[config.mk]
export PLATFORM = sky130hd
export DESIGN_NAME = lmce_cmd_exec
export DESIGN_NICKNAME = d
export VERILOG_FILES = /design/src/rtl/lmce_pkg.sv /design/src/rtl/lmce_crc_if.sv /design/src/rtl/lmce_crc16.sv /design/src/rtl/lmce_msg_byte.sv /design/src/rtl/lmce_cmd_exec.sv
export SDC_FILE = /design/constraint.sdc
export NUM_CORES = 1
export LEC_CHECK = 0
export ABC_AREA = 1
export BUFFER_PORTS_ARGS = -buffer_cell sky130_fd_sc_hd__buf_2
export CAP_MARGIN = 20
export CORE_AREA = 4 4 591 593
export CTS_CLUSTER_DIAMETER = 50
export CTS_CLUSTER_SIZE = 28
export DETAILED_ROUTE_END_ITERATION = 16
export DIE_AREA = 0 0 595 597
export SYNTH_ARGS = -nofsm -noshare
export SYNTH_HDL_FRONTEND = slang
export SYNTH_HIERARCHICAL = 1
export SYNTH_SLANG_ARGS = --single-unit
export TNS_END_PERCENT = 30
[constraint.sdc]
create_clock -name core_clk -period 23 [get_ports core_clk]
set_input_delay 6.9 -clock core_clk [delete_from_list [all_inputs] [get_ports core_clk]]
set_output_delay 6.9 -clock core_clk [all_outputs]
set_load 0.02 [all_outputs]
[src/rtl/lmce_pkg.sv]
// Shared constants and types for the lock and digest command executor
package lmce_pkg;

  // ==========================================================
  // Opcodes and status bytes
  localparam logic [7:0] LMCE_OP_MAC = 8'h08;
  localparam logic [7:0] LMCE_OP_HMAC = 8'h11;
  localparam logic [7:0] LMCE_OP_LOCK = 8'h17;
  localparam logic [7:0] LMCE_ST_OK = 8'h00;
  localparam logic [7:0] LMCE_ST_MISCOMPARE = 8'h01;
  localparam logic [7:0] LMCE_ST_PARSE = 8'h03;
  localparam logic [7:0] LMCE_ST_EXEC = 8'h0f;

  // ==========================================================
  // Mode and zone parameter fields
  localparam int LMCE_MODE_CHAL_TEMP = 0;
  localparam int LMCE_MODE_KEY_TEMP = 1;
  localparam int LMCE_MODE_SRC = 2;
  localparam int LMCE_MODE_OTP88 = 4;
  localparam int LMCE_MODE_OTP64 = 5;
  localparam int LMCE_MODE_SN48 = 6;
  localparam logic [7:0] LMCE_MAC_RSVD = 8'h88;
  localparam logic [7:0] LMCE_HMAC_RSVD = 8'h8b;
  localparam int LMCE_ZONE_SEL = 0;
  localparam int LMCE_ZONE_NOCRC = 7;
  localparam logic [7:0] LMCE_ZONE_RSVD = 8'h7e;

  // ==========================================================
  // Lock bytes and zone sizes
  localparam logic [7:0] LMCE_LOCKED = 8'hff;
  localparam logic [7:0] LMCE_UNLOCKED = 8'h55;
  localparam logic [9:0] LMCE_CFG_BYTES = 10'd88;
  localparam logic [9:0] LMCE_DATA_BYTES = 10'd512;
  localparam logic [9:0] LMCE_OTP_BYTES = 10'd64;
  localparam logic [1:0] LMCE_ZN_CFG = 2'h0;
  localparam logic [1:0] LMCE_ZN_OTP = 2'h1;
  localparam logic [1:0] LMCE_ZN_DATA = 2'h2;

  // ==========================================================
  // CRC-16 shared with the transport blocks
  localparam logic [15:0] LMCE_CRC_POLY = 16'h8005;
  localparam logic [15:0] LMCE_CRC_INIT = 16'h0000;

  // ==========================================================
  // Digest message layout, byte offsets
  localparam logic [6:0] LMCE_MSG_B = 7'd32;
  localparam logic [6:0] LMCE_MSG_OP = 7'd64;
  localparam logic [6:0] LMCE_MSG_MODE = 7'd65;
  localparam logic [6:0] LMCE_MSG_KID = 7'd66;
  localparam logic [6:0] LMCE_MSG_OTPL = 7'd68;
  localparam logic [6:0] LMCE_MSG_OTPH = 7'd76;
  localparam logic [6:0] LMCE_MSG_SN8 = 7'd79;
  localparam logic [6:0] LMCE_MSG_SN47 = 7'd80;
  localparam logic [6:0] LMCE_MSG_SN01 = 7'd84;
  localparam logic [6:0] LMCE_MSG_SN23 = 7'd86;
  localparam logic [6:0] LMCE_MSG_LAST = 7'd87;

  // ==========================================================
  // Sequencer states
  typedef enum logic [4:0] {
    LMCE_IDLE = 5'h01,
    LMCE_CRC = 5'h02,
    LMCE_LOCK = 5'h04,
    LMCE_MSG = 5'h08,
    LMCE_WAIT = 5'h10
  } lmce_state_t;

endpackage : lmce_pkg

[src/rtl/lmce_crc_if.sv]
// Carrier between the sequencer and the CRC-16 unit
`timescale 1ns/10ps
interface lmce_crc_if;
  logic clr;
  logic en;
  logic [7:0] data;
  logic [15:0] crc;
  modport master (output clr, output en, output data, input crc);
  modport slave (input clr, input en, input data, output crc);
endinterface : lmce_crc_if

[src/rtl/lmce_crc16.sv]
// Bytewise CRC-16 accumulator, least significant bit of each byte first
`timescale 1ns/10ps
module lmce_crc16
  import lmce_pkg::*;
(
  // Clock and reset
  input wire logic core_clk,
  input wire logic rst,
  // Sequencer side
  lmce_crc_if.slave crc_if
);

  typedef struct packed {
    logic [15:0] crc;
  } lmce_crc_st_t;

  lmce_crc_st_t q;
  lmce_crc_st_t d;

  // ==========================================================
  // One byte folded in per enabled cycle
  always_comb
  begin
    d = q;
    if (crc_if.clr)
    begin
      d.crc = LMCE_CRC_INIT;
    end
    else if (crc_if.en)
    begin
      for (int b = 0; b < 8; b++)
      begin
        if (crc_if.data[b] ^ d.crc[15])
          d.crc = {d.crc[14:0], 1'b0} ^ LMCE_CRC_POLY;
        else
          d.crc = {d.crc[14:0], 1'b0};
      end
    end
  end

  // State register
  always_ff @(posedge core_clk or posedge rst)
  begin
    if (rst)
      q <= '{crc: LMCE_CRC_INIT};
    else
      q <= d;
  end

  assign crc_if.crc = q.crc;

endmodule : lmce_crc16

[src/rtl/lmce_msg_byte.sv]
// Picks one byte of the 88-byte digest message by its index
`timescale 1ns/10ps
module lmce_msg_byte
  import lmce_pkg::*;
(
  // Selection
  input wire logic [6:0] idx,
  input wire logic is_mac,
  input wire logic [7:0] opcode,
  input wire logic [7:0] mode,
  input wire logic [15:0] key_slot_selector,
  // Sources
  input wire logic [255:0] key_data,
  input wire logic [255:0] temp_digest_register,
  input wire logic [255:0] challenge,
  input wire logic [87:0] otp_bytes,
  input wire logic [71:0] serial_number_bytes,
  // Result
  output logic [7:0] msg_byte
);

  logic [4:0] k;
  logic otp_lo_on;

  assign k = idx[4:0];
  assign otp_lo_on = mode[LMCE_MODE_OTP88] | mode[LMCE_MODE_OTP64];

  // ==========================================================
  // Deselected fields read as zero so the length never changes
  always_comb
  begin
    msg_byte = 8'h00;
    if (idx < LMCE_MSG_B)
    begin
      if (is_mac)
        msg_byte = mode[LMCE_MODE_KEY_TEMP] ? temp_digest_register[k*8 +: 8] : key_data[k*8 +: 8];
    end
    else if (idx < LMCE_MSG_OP)
    begin
      if (!is_mac || mode[LMCE_MODE_CHAL_TEMP])
        msg_byte = temp_digest_register[k*8 +: 8];
      else
        msg_byte = challenge[k*8 +: 8];
    end
    else if (idx == LMCE_MSG_OP)
      msg_byte = opcode;
    else if (idx == LMCE_MSG_MODE)
      msg_byte = mode;
    else if (idx < LMCE_MSG_OTPL)
      msg_byte = idx[0] ? key_slot_selector[15:8] : key_slot_selector[7:0];
    else if (idx < LMCE_MSG_OTPH)
    begin
      if (otp_lo_on)
        msg_byte = otp_bytes[(7'(idx - LMCE_MSG_OTPL))*8 +: 8];
    end
    else if (idx < LMCE_MSG_SN8)
    begin
      if (mode[LMCE_MODE_OTP88])
        msg_byte = otp_bytes[(7'(idx - LMCE_MSG_OTPL))*8 +: 8];
    end
    else if (idx == LMCE_MSG_SN8)
      msg_byte = serial_number_bytes[71:64];
    else if (idx < LMCE_MSG_SN01)
    begin
      if (mode[LMCE_MODE_SN48])
        msg_byte = serial_number_bytes[(7'(idx - LMCE_MSG_SN47) + 7'd4)*8 +: 8];
    end
    else if (idx < LMCE_MSG_SN23)
      msg_byte = serial_number_bytes[(7'(idx - LMCE_MSG_SN01))*8 +: 8];
    else if (idx <= LMCE_MSG_LAST)
    begin
      if (mode[LMCE_MODE_SN48])
        msg_byte = serial_number_bytes[(7'(idx - LMCE_MSG_SN23) + 7'd2)*8 +: 8];
    end
  end

endmodule : lmce_msg_byte

[src/rtl/lmce_cmd_exec.sv]
// Lock, keyed-hash and digest command execution for the authentication core
`timescale 1ns/10ps
module lmce_cmd_exec
  import lmce_pkg::*;
(
  // Clock and reset
  input wire logic core_clk,
  input wire logic rst,
  // Command request
  input wire logic cmd_valid,
  output logic cmd_ready,
  input wire logic [7:0] cmd_opcode,
  input wire logic [7:0] cmd_param1,
  input wire logic [15:0] cmd_param2,
  input wire logic cmd_chal_present,
  input wire logic [255:0] cmd_challenge,
  // Stored device values
  input wire logic [255:0] temp_digest_register,
  input wire logic digest_source_flag,
  input wire logic [87:0] otp_bytes,
  input wire logic [71:0] serial_number_bytes,
  // Key slot read
  output logic [3:0] key_slot_selector,
  input wire logic [255:0] key_data,
  // Zone memory read, data one cycle after address
  output logic mem_rd_en,
  output logic [1:0] mem_rd_zone,
  output logic [9:0] mem_rd_addr,
  input wire logic [7:0] mem_rd_data,
  // Message stream to the hash engine
  output logic msg_valid,
  input wire logic msg_ready,
  output logic [7:0] msg_byte,
  output logic msg_last,
  input wire logic sha_done,
  input wire logic [255:0] sha_digest,
  // Lock bytes
  output logic [7:0] config_zone_lock_byte,
  output logic [7:0] data_zone_lock_byte,
  // Response
  output logic resp_valid,
  output logic resp_is_digest,
  output logic [7:0] resp_status,
  output logic [255:0] resp_digest
);

  typedef struct packed {
    lmce_state_t state;
    logic [7:0] op;
    logic [7:0] mode;
    logic [15:0] p2;
    logic cmb;
    logic ovr;
    logic [9:0] idx;
    logic rdv;
    logic [7:0] cfg_lock;
    logic [7:0] dat_lock;
    logic resp_valid;
    logic resp_is_digest;
    logic [7:0] resp_status;
    logic [255:0] resp_digest;
    logic [3:0] key_sel;
  } lmce_top_st_t;

  lmce_top_st_t q;
  lmce_top_st_t d;

  lmce_crc_if crc_if ();

  logic [9:0] zone_len;
  logic issue;
  logic zone_locked;
  logic crc_clr;
  logic crc_pass;
  logic [7:0] err_code;

  // ==========================================================
  // Helper terms shared by the sequencer and the ports
  assign zone_len = q.cmb ? 10'(LMCE_DATA_BYTES + LMCE_OTP_BYTES) : LMCE_CFG_BYTES;
  assign issue = (q.state == LMCE_CRC) && (q.idx < zone_len);
  assign zone_locked = cmd_param1[LMCE_ZONE_SEL] ? (q.dat_lock != LMCE_UNLOCKED)
                                                 : (q.cfg_lock != LMCE_UNLOCKED);
  assign crc_pass = q.ovr || (crc_if.crc == q.p2);

  // Up-front parameter checks, so a refused command leaves the lock bytes alone and the sequencer in LMCE_IDLE
  always_comb
  begin
    err_code = LMCE_ST_OK;
    if (cmd_opcode == LMCE_OP_LOCK)
    begin
      if ((cmd_param1 & LMCE_ZONE_RSVD) != 8'h00)
        err_code = LMCE_ST_PARSE;
      else if (zone_locked)
        err_code = LMCE_ST_EXEC;
    end
    else if (cmd_opcode == LMCE_OP_MAC)
    begin
      if ((cmd_param1 & LMCE_MAC_RSVD) != 8'h00)
        err_code = LMCE_ST_PARSE;
      else if (!cmd_param1[LMCE_MODE_CHAL_TEMP] && !cmd_chal_present)
        err_code = LMCE_ST_PARSE;
      else if ((cmd_param1[LMCE_MODE_CHAL_TEMP] || cmd_param1[LMCE_MODE_KEY_TEMP])
               && (cmd_param1[LMCE_MODE_SRC] != digest_source_flag))
        err_code = LMCE_ST_EXEC;
    end
    else if (cmd_opcode == LMCE_OP_HMAC)
    begin
      if ((cmd_param1 & LMCE_HMAC_RSVD) != 8'h00)
        err_code = LMCE_ST_PARSE;
      else if (cmd_param1[LMCE_MODE_SRC] != digest_source_flag)
        err_code = LMCE_ST_EXEC;
    end
    else
      err_code = LMCE_ST_PARSE;
  end

  // ==========================================================
  // Sequencer
  always_comb
  begin
    d = q;
    d.resp_valid = 1'b0;
    crc_clr = 1'b0;
    unique case (q.state)
      LMCE_IDLE:
      begin
        if (cmd_valid)
        begin
          d.op = cmd_opcode;
          d.mode = cmd_param1;
          d.p2 = cmd_param2;
          d.cmb = cmd_param1[LMCE_ZONE_SEL];
          d.ovr = cmd_param1[LMCE_ZONE_NOCRC];
          d.idx = 10'd0;
          d.rdv = 1'b0;
          if (err_code != LMCE_ST_OK)
          begin
            d.resp_valid = 1'b1;
            d.resp_is_digest = 1'b0;
            d.resp_status = err_code;
          end
          else if (cmd_opcode == LMCE_OP_LOCK)
          begin
            crc_clr = 1'b1;
            if (cmd_param1[LMCE_ZONE_NOCRC])
              d.state = LMCE_LOCK;
            else
              d.state = LMCE_CRC;
          end
          else
          begin
            d.key_sel = cmd_param2[3:0];
            d.state = LMCE_MSG;
          end
        end
      end
      LMCE_CRC:
      begin
        // Address issue runs one ahead of the CRC fold
        d.rdv = issue;
        if (issue)
          d.idx = q.idx + 10'd1;
        else if (!q.rdv)
          d.state = LMCE_LOCK;
      end
      LMCE_LOCK:
      begin
        d.resp_valid = 1'b1;
        d.resp_is_digest = 1'b0;
        d.state = LMCE_IDLE;
        if (crc_pass)
        begin
          d.resp_status = LMCE_ST_OK;
          if (q.cmb)
            d.dat_lock = LMCE_LOCKED;
          else
            d.cfg_lock = LMCE_LOCKED;
        end
        else
          d.resp_status = LMCE_ST_MISCOMPARE;
      end
      LMCE_MSG:
      begin
        if (msg_ready)
        begin
          if (q.idx[6:0] == LMCE_MSG_LAST)
          begin
            d.idx = 10'd0;
            d.state = LMCE_WAIT;
          end
          else
            d.idx = q.idx + 10'd1;
        end
      end
      LMCE_WAIT:
      begin
        if (sha_done)
        begin
          d.resp_valid = 1'b1;
          d.resp_is_digest = 1'b1;
          d.resp_status = LMCE_ST_OK;
          d.resp_digest = sha_digest;
          d.state = LMCE_IDLE;
        end
      end
    endcase
  end

  // State register; lock bytes start unlocked
  always_ff @(posedge core_clk or posedge rst)
  begin
    if (rst)
    begin
      q <= '0;
      q.state <= LMCE_IDLE;
      q.cfg_lock <= LMCE_UNLOCKED;
      q.dat_lock <= LMCE_UNLOCKED;
    end
    else
      q <= d;
  end

  // ==========================================================
  // Zone CRC, fed from the memory one cycle after each address
  assign crc_if.clr = crc_clr;
  assign crc_if.en = q.rdv;
  assign crc_if.data = mem_rd_data;

  lmce_crc16 u_crc (
    .core_clk(core_clk),
    .rst(rst),
    .crc_if(crc_if)
  );

  // Config zone alone, or data zone first and then the one-time zone in the same pass
  assign mem_rd_en = issue;
  assign mem_rd_zone = !q.cmb ? LMCE_ZN_CFG : ((q.idx < LMCE_DATA_BYTES) ? LMCE_ZN_DATA : LMCE_ZN_OTP);
  assign mem_rd_addr = (q.cmb && (q.idx >= LMCE_DATA_BYTES)) ? 10'(q.idx - LMCE_DATA_BYTES) : q.idx;

  // ==========================================================
  // Message stream
  lmce_msg_byte u_msg (
    .idx(q.idx[6:0]),
    .is_mac(q.op == LMCE_OP_MAC),
    .opcode(q.op),
    .mode(q.mode),
    .key_slot_selector(q.p2),
    .key_data(key_data),
    .temp_digest_register(temp_digest_register),
    .challenge(cmd_challenge),
    .otp_bytes(otp_bytes),
    .serial_number_bytes(serial_number_bytes),
    .msg_byte(msg_byte)
  );

  assign msg_valid = (q.state == LMCE_MSG);
  assign msg_last = msg_valid && (q.idx[6:0] == LMCE_MSG_LAST);

  // Output drives
  assign cmd_ready = (q.state == LMCE_IDLE);
  assign key_slot_selector = q.key_sel;
  assign config_zone_lock_byte = q.cfg_lock;
  assign data_zone_lock_byte = q.dat_lock;
  assign resp_valid = q.resp_valid;
  assign resp_is_digest = q.resp_is_digest;
  assign resp_status = q.resp_status;
  assign resp_digest = q.resp_digest;
endmodule : lmce_cmd_exec

Word level (Yosys, flattened, before mapping)
Cells that the tools add are included.

Add/sub/neg operators: 8. $lt $le $gt $ge: 11. Equality and inequality tests: 24. Shift operators: 7. Mux-type cells: 82. Bitwise gates (word level): 20. Reductions and logical operators: 30.

Operators by type and width (number): $shiftx 256x9->8 (3); $mux 16 (24); $mux 266 (1); $mux 8 (23); $shiftx 72x33->8 (2); $shiftx 88x11->8 (1); $shiftx 72x11->8 (1); $mux 10 (7); $pmux 10 s3 (2); $mux 50 (1); $lt 7x7->1 const B (6); $reduce_bool 8->1 (4); $mux 5 (6); $eq 7x7->1 const B (4); $mux 4 (7); $sub 7x7->7 const B (4); $pmux 5 s5 (1); $not 3->3 (8); $eq 16x16->1 (1); $eq 8x4->1 const B (2); $eq 8x5->1 const B (2); $ne 2x2->1 const B (6); $reduce_and 4->1 (3); $add 10x1->10 const B (1); 31 further kinds (62).

Register bits: 338. Word-level logic and storage cells: 198.

Longest topological paths before layout
Depth in word-level cells: 40. Depth in mapped cells: 26.

Hierarchy
Netlist, hierarchy kept.

By module, submodules not included: lmce_cmd_exec (instances 1, cells each 1819, area an instance 15129.5 um2, seq. area each 7883.8 um2); lmce_msg_byte (instances 1, cells each 1585, area an instance 8644.5 um2, seq. area each 0.0 um2); lmce_crc16 (instances 1, cells each 121, area an instance 1078.5 um2, seq. area each 400.4 um2).

Worst setup path after synthesis
No wires, ideal clock.

Kind: in2out. From: input serial_number_bytes[70]. To: output msg_byte[6]. Arrival time: 8.036 ns. Data required time: 16.100 ns. Setup slack: 8.064 ns. Cell stages on the path: 20. Buffers on the path: 0. Cell sequence: inv_1 -> nor2_1 -> nand2_1 -> nand2_1 -> inv_1 -> nor2_1 -> nand2_1 -> nand2_1 -> nand2_1 -> nand2_1 -> nand2_1 -> nand2_1 -> nand2_1 -> nand2_1 -> nand2_1 -> nand2_1 -> nand2_1 -> nand2_1 -> nand2_1 -> nand2_1.

Word-level cells in the longest chain between the ends: 13.

Ends and longest elaborated chain: start: declaration (line lmce_cmd_exec.sv:21) `input wire logic [71:0] serial_number_bytes,`; $shiftx 72x33->8 (line lmce_msg_byte.sv:73) `msg_byte = serial_number_bytes[(7'(idx - LMCE_MSG_SN23) + 7'd2)*8 +: 8];`; $mux 8 (line lmce_msg_byte.sv:72) `if (mode[LMCE_MODE_SN48])`; $mux 8 (line lmce_msg_byte.sv:70) `else if (idx <= LMCE_MSG_LAST)`; $mux 8 (line lmce_msg_byte.sv:68) `else if (idx < LMCE_MSG_SN23)`; $mux 8 (line lmce_msg_byte.sv:63) `else if (idx < LMCE_MSG_SN01)`; $mux 8 * (line lmce_msg_byte.sv:61) `else if (idx == LMCE_MSG_SN8)`; $mux 8 * (line lmce_msg_byte.sv:56) `else if (idx < LMCE_MSG_SN8)`; $mux 8 * (line lmce_msg_byte.sv:51) `else if (idx < LMCE_MSG_OTPH)`; $mux 8 * (line lmce_msg_byte.sv:49) `else if (idx < LMCE_MSG_OTPL)`; $mux 8 * (line lmce_msg_byte.sv:47) `else if (idx == LMCE_MSG_MODE)`; $mux 8 * (line lmce_msg_byte.sv:45) `else if (idx == LMCE_MSG_OP)`; $mux 8 * (line lmce_msg_byte.sv:38) `else if (idx < LMCE_MSG_OP)`; $mux 8 * (line lmce_msg_byte.sv:33) `if (idx < LMCE_MSG_B)`; end: declaration (line lmce_cmd_exec.sv:33) `output logic [7:0] msg_byte,`.

Every way passes the cells marked *; elsewhere a longest branch is shown, timed or not.

Final worst setup path
From: input cmd_challenge[38]. To: output msg_byte[6].

Word-level cells in the longest chain between the ends: 4.

Ends and longest elaborated chain: start: declaration (line lmce_cmd_exec.sv:16) `input wire logic [255:0] cmd_challenge,`; $shiftx 256x9->8 (line lmce_msg_byte.sv:43) `msg_byte = challenge[k*8 +: 8];`; $mux 8 (line lmce_msg_byte.sv:40) `if (!is_mac || mode[LMCE_MODE_CHAL_TEMP])`; $mux 8 (line lmce_msg_byte.sv:38); $mux 8 (line lmce_msg_byte.sv:33).

Every way passes these cells.

==> out/results.ini <==
[global_routing]
grt_max_degree = 182
grt_pass1_vias = 29900
grt_overflow_total = 0
grt_usage_pct = 12.6
grt_pass1_wl_mm = 297
antenna_found_initial = 210

[clock_network]
cts_sinks = 331
cts.clk_slew.worst_paths_ps = 60
cts_resized = 0
ctsHtreeMaxLevel = 2
clk_latency_ps = 620
cts_root_buf = clkbuf_16
clk_path_buf_depth = 3
hold_buffers = 0
cts_tree = yes
cts_buffers = 41
post_cts_buffers = 0

[power]
irDropWorstVdd_mv = 0.115
power_mw = 4.07
p_leak_nw = 17.9
p_int_mw = 1.86
pwr-share-seq_pct = 24.9
p_per_area_mw_per_mm2 = 109
swShare_pct = 54.3
p_switching_mw = 2.21
p_clk_share_pct = 17.0
p_comb_share_pct = 58.1

[sta]
min_period_ps = 16650
skew_ps = 32.2
hold_viol = 0
setup_tns_ps = 0
fmax_mhz = 60.1
setup_viol = 0
drv_slew = 0
fin_crit_sh_pct = 72.4
relSlewSlack_pct = 13.6
rsz0062_at_grt = no
worst_slew_pin_slew_ps = 1300

[hold_path]
hp-class = reg2reg
hp-start = resp_digest[117]
min_to = resp_digest[117]
hold_path_depth = 2

[critical_path]
critPathTopFamily = compound AO/OA/AOI/OAI gates
cp_slowest_cell = a21oi_1
critPathCaptureType = primary output
cp-start-kind = primary input
crit_required_ps = 16100
path_class = in2out
r2r-start = config_zone_lock_byte[1]
path_buf_inv = 2
crit_top_cell = nand2_1
r2r_cells = 9
timing.critical_path.slowest_cell_delay_ps = 1000
regToRegEndpoint = u_crc/crc_if.crc[9]
path_cells = buf_2 -> a22oi_1 -> a21oi_1 -> nor3_1 -> nand4_1 -> o211ai_1 -> nand2_1 -> nand2_1 -> nand2_1 -> buf_2
critPathArrivalTime_ps = 9750
reg2reg_slack_ps = 19700
critPathMaxFanout = 1

[drt]
vias_per_cell = 3.31
antenna_left = 0
vias = 31200
routed_wl_mm = 236
drt-pass1-iter-count = 7
drt-initial-drc-count = 2989
drc_errors = 0
routedWlPerCell_um = 25.1

[synthesis]
synth_area_per_cell_um2 = 7.05
yosys_warnings = 6
synth_edf_count = 0
syn_inst = 3525
async_flop_share_pct = 100
netlist_area_mm2 = 0.0249
synth_seq_cells = 331
synth_cell_type_count = 64
seq_area_frac_synth_pct = 33.3
synthFlopType = dfrtp_1

[finish]
fillers = 40500
multi_input_comb_area_mm2 = 0.0127
nNetsFinal = 5903
drive_gt1_share_pct = 37.8
fin_cells = 9406
fin_util_pct = 10.8
seq_area_mm2 = 0.00829
syn2layout_area_growth_pct = 49.4

[floorplanning]
io_pins = 1541
core_region_area_mm2 = 0.345
die_w_um = 595
fp.dieArea_mm2 = 0.355
start_util_pct = 7.21
fp.dieH_um = 597
rows = 216

[placement]
gp_congestion = 0.994
dp_hpwl_mm = 203
io_buffers = 1528
dp.cells = 9197

[run]
drv_cap = 0

[outcome]
status = completed

[metal layers]
layer  vias to the layer above  share of wire [%]  track usage, %
li1                      13900                  -               -
met1                     14600                 34            12.8
met2                      1950                 50            22.7
met3                       596                9.2            4.13
met4                        98                6.3            6.85
met5                         -               0.29               0
[worst reg2reg max path, stage by stage (launching register included)]
cell and delay, ps:
dfrtp_1 620, o21ai_0 340, nand3_1 170, nand3_1 120
nand2_1 90, nor3_1 490, nor2_1 400, nor2_1 530
inv_1 230, o21ai_0 220
[placed cells by master (no fill, tap or decap), drive strengths merged, types with 5 or more instances in the layout]
cell type | Yosys | layout
conb | 2 | 12
a21o | 5 | 5
nand3b | 5 | 5
ha | 10 | 10
nand3 | 187 | 187
buf | 478 | 1588
nor2 | 121 | 121
diode | 0 | 134
nand2 | 1470 | 1470
inv | 128 | 148
o211ai | 17 | 17
a221oi | 24 | 24
o22ai | 16 | 16
xnor2 | 8 | 8
a31oi | 18 | 18
nor3 | 25 | 25
a21oi | 134 | 134
nand4 | 77 | 77
a22oi | 282 | 282
a21boi | 8 | 8
a211oi | 9 | 9
dfrtp | 330 | 330
o21ai | 72 | 72
a22o | 14 | 14
xor2 | 23 | 23
o31ai | 5 | 5
nor4 | 9 | 9
clkinv | 4 | 13
clkbuf | 26 | 44
[registers in the layout, summed over array words and instances (netlist names)]
register,flops
key_slot_selector,4
u_crc/crc_if.crc,16
crc_if.en,1
config_zone_lock_byte,1
resp_digest,256
resp_status,3
q,47
resp_valid,1
resp_is_digest,1
data_zone_lock_byte,1
[area by class of cell]
cell class | instances | share of cell area, %
Multi-Input combinational cell | 2568 | 34.1
Sequential cell | 331 | 22.3
Timing Repair Buffer | 1588 | 22.0
Tap cell | 4578 | 15.4
Clock buffer | 44 | 2.87
Inverter | 132 | 1.41
Clock inverter | 31 | 0.957
Antenna cell | 134 | 0.903
[cells in the mapped netlist (5+ instances only)]
| master | instances | area, µm² |
|---|---|---|
| nand2_1 | 1451 | 5450 |
| dfrtp_1 | 330 | 8260 |
| buf_4 | 315 | 2360 |
| a22oi_1 | 276 | 2070 |
| nand3_1 | 176 | 881 |
| a21oi_1 | 133 | 666 |
| buf_2 | 126 | 631 |
| inv_1 | 111 | 417 |
| nor2_1 | 106 | 398 |
| nand4_1 | 75 | 469 |
| o21ai_0 | 49 | 245 |
| buf_6 | 34 | 383 |
| clkbuf_1 | 25 | 93.8 |
| a221oi_1 | 24 | 210 |
| nor3_1 | 23 | 115 |
| o21ai_1 | 21 | 105 |
| xor2_1 | 21 | 184 |
| a31oi_1 | 18 | 113 |
| o211ai_1 | 16 | 120 |
| o22ai_1 | 16 | 100 |
| inv_2 | 15 | 56.3 |
| a22o_1 | 14 | 123 |
| ha_1 | 10 | 125 |
| nand2_4 | 10 | 113 |
| nor2_4 | 9 | 101 |
| a211oi_1 | 8 | 60.1 |
| nand2_2 | 8 | 50.1 |
| a21boi_0 | 7 | 52.6 |
| nand3_2 | 7 | 70.1 |
| xnor2_1 | 7 | 61.3 |
| a22oi_2 | 6 | 75.1 |
| nor2_2 | 6 | 37.5 |
| a21o_1 | 5 | 37.5 |
| nand3b_1 | 5 | 37.5 |
| nor4_2 | 5 | 62.6 |
| o31ai_1 | 5 | 37.5 |
[cell families (layout without fill, tap and decap cells)]
| logic type | after synthesis | after routing | synth area share (%) |
|---|---|---|---|
| compound gates | 611 | 611 | 16.6 |
| xor+xnor | 31 | 31 | 1.18 |
| simple gates | 1904 | 1904 | 32.3 |
| fa+ha+maj | 10 | 10 | 0.503 |
| flops | 331 | 331 | 33.3 |
| buf+inv | 636 | 1795 | 16.1 |
| other cells | 2 | 146 | 0.0302 |
[power groups by stage]
stage | logic, mW | registers, mW | clock network, mW
after floorplan | 1.62 | 0.959 | 0
after global placement | 2.40 | 1.01 | 0
after detailed placement | 2.40 | 1.01 | 0
after CTS | 2.40 | 1.01 | 0.720
after global routing | 2.54 | 1.04 | 0.732
final | 2.36 | 1.01 | 0.691
[how the worst max path moves through the flow]
stage / from / to / slack (ps) / depth (start not counted)
6_report: cmd_challenge[38] / msg_byte[6] / 6350 / 10
5_1_grt: cmd_challenge[38] / msg_byte[6] / 6240 / 10
4_1_cts: cmd_challenge[38] / msg_byte[6] / 6080 / 10
3_5_place_dp: cmd_challenge[38] / msg_byte[6] / 6090 / 10
3_3_place_gp: cmd_challenge[107] / msg_byte[3] / 5860 / 12
2_1_floorplan: rst / config_zone_lock_byte[1] / 7390 / 1
[per-stage QoR]
stage	setup WS, ps	hold WS [ps]	instance area, µm²
floorplan	7390	442	24900
global placement	5860	450	35400
detailed placement	6090	453	35400
CTS	6080	469	36800
global route	6240	487	37000
finish	6350	464	37100
Note: power is estimated with default switching activity, not from simulation.
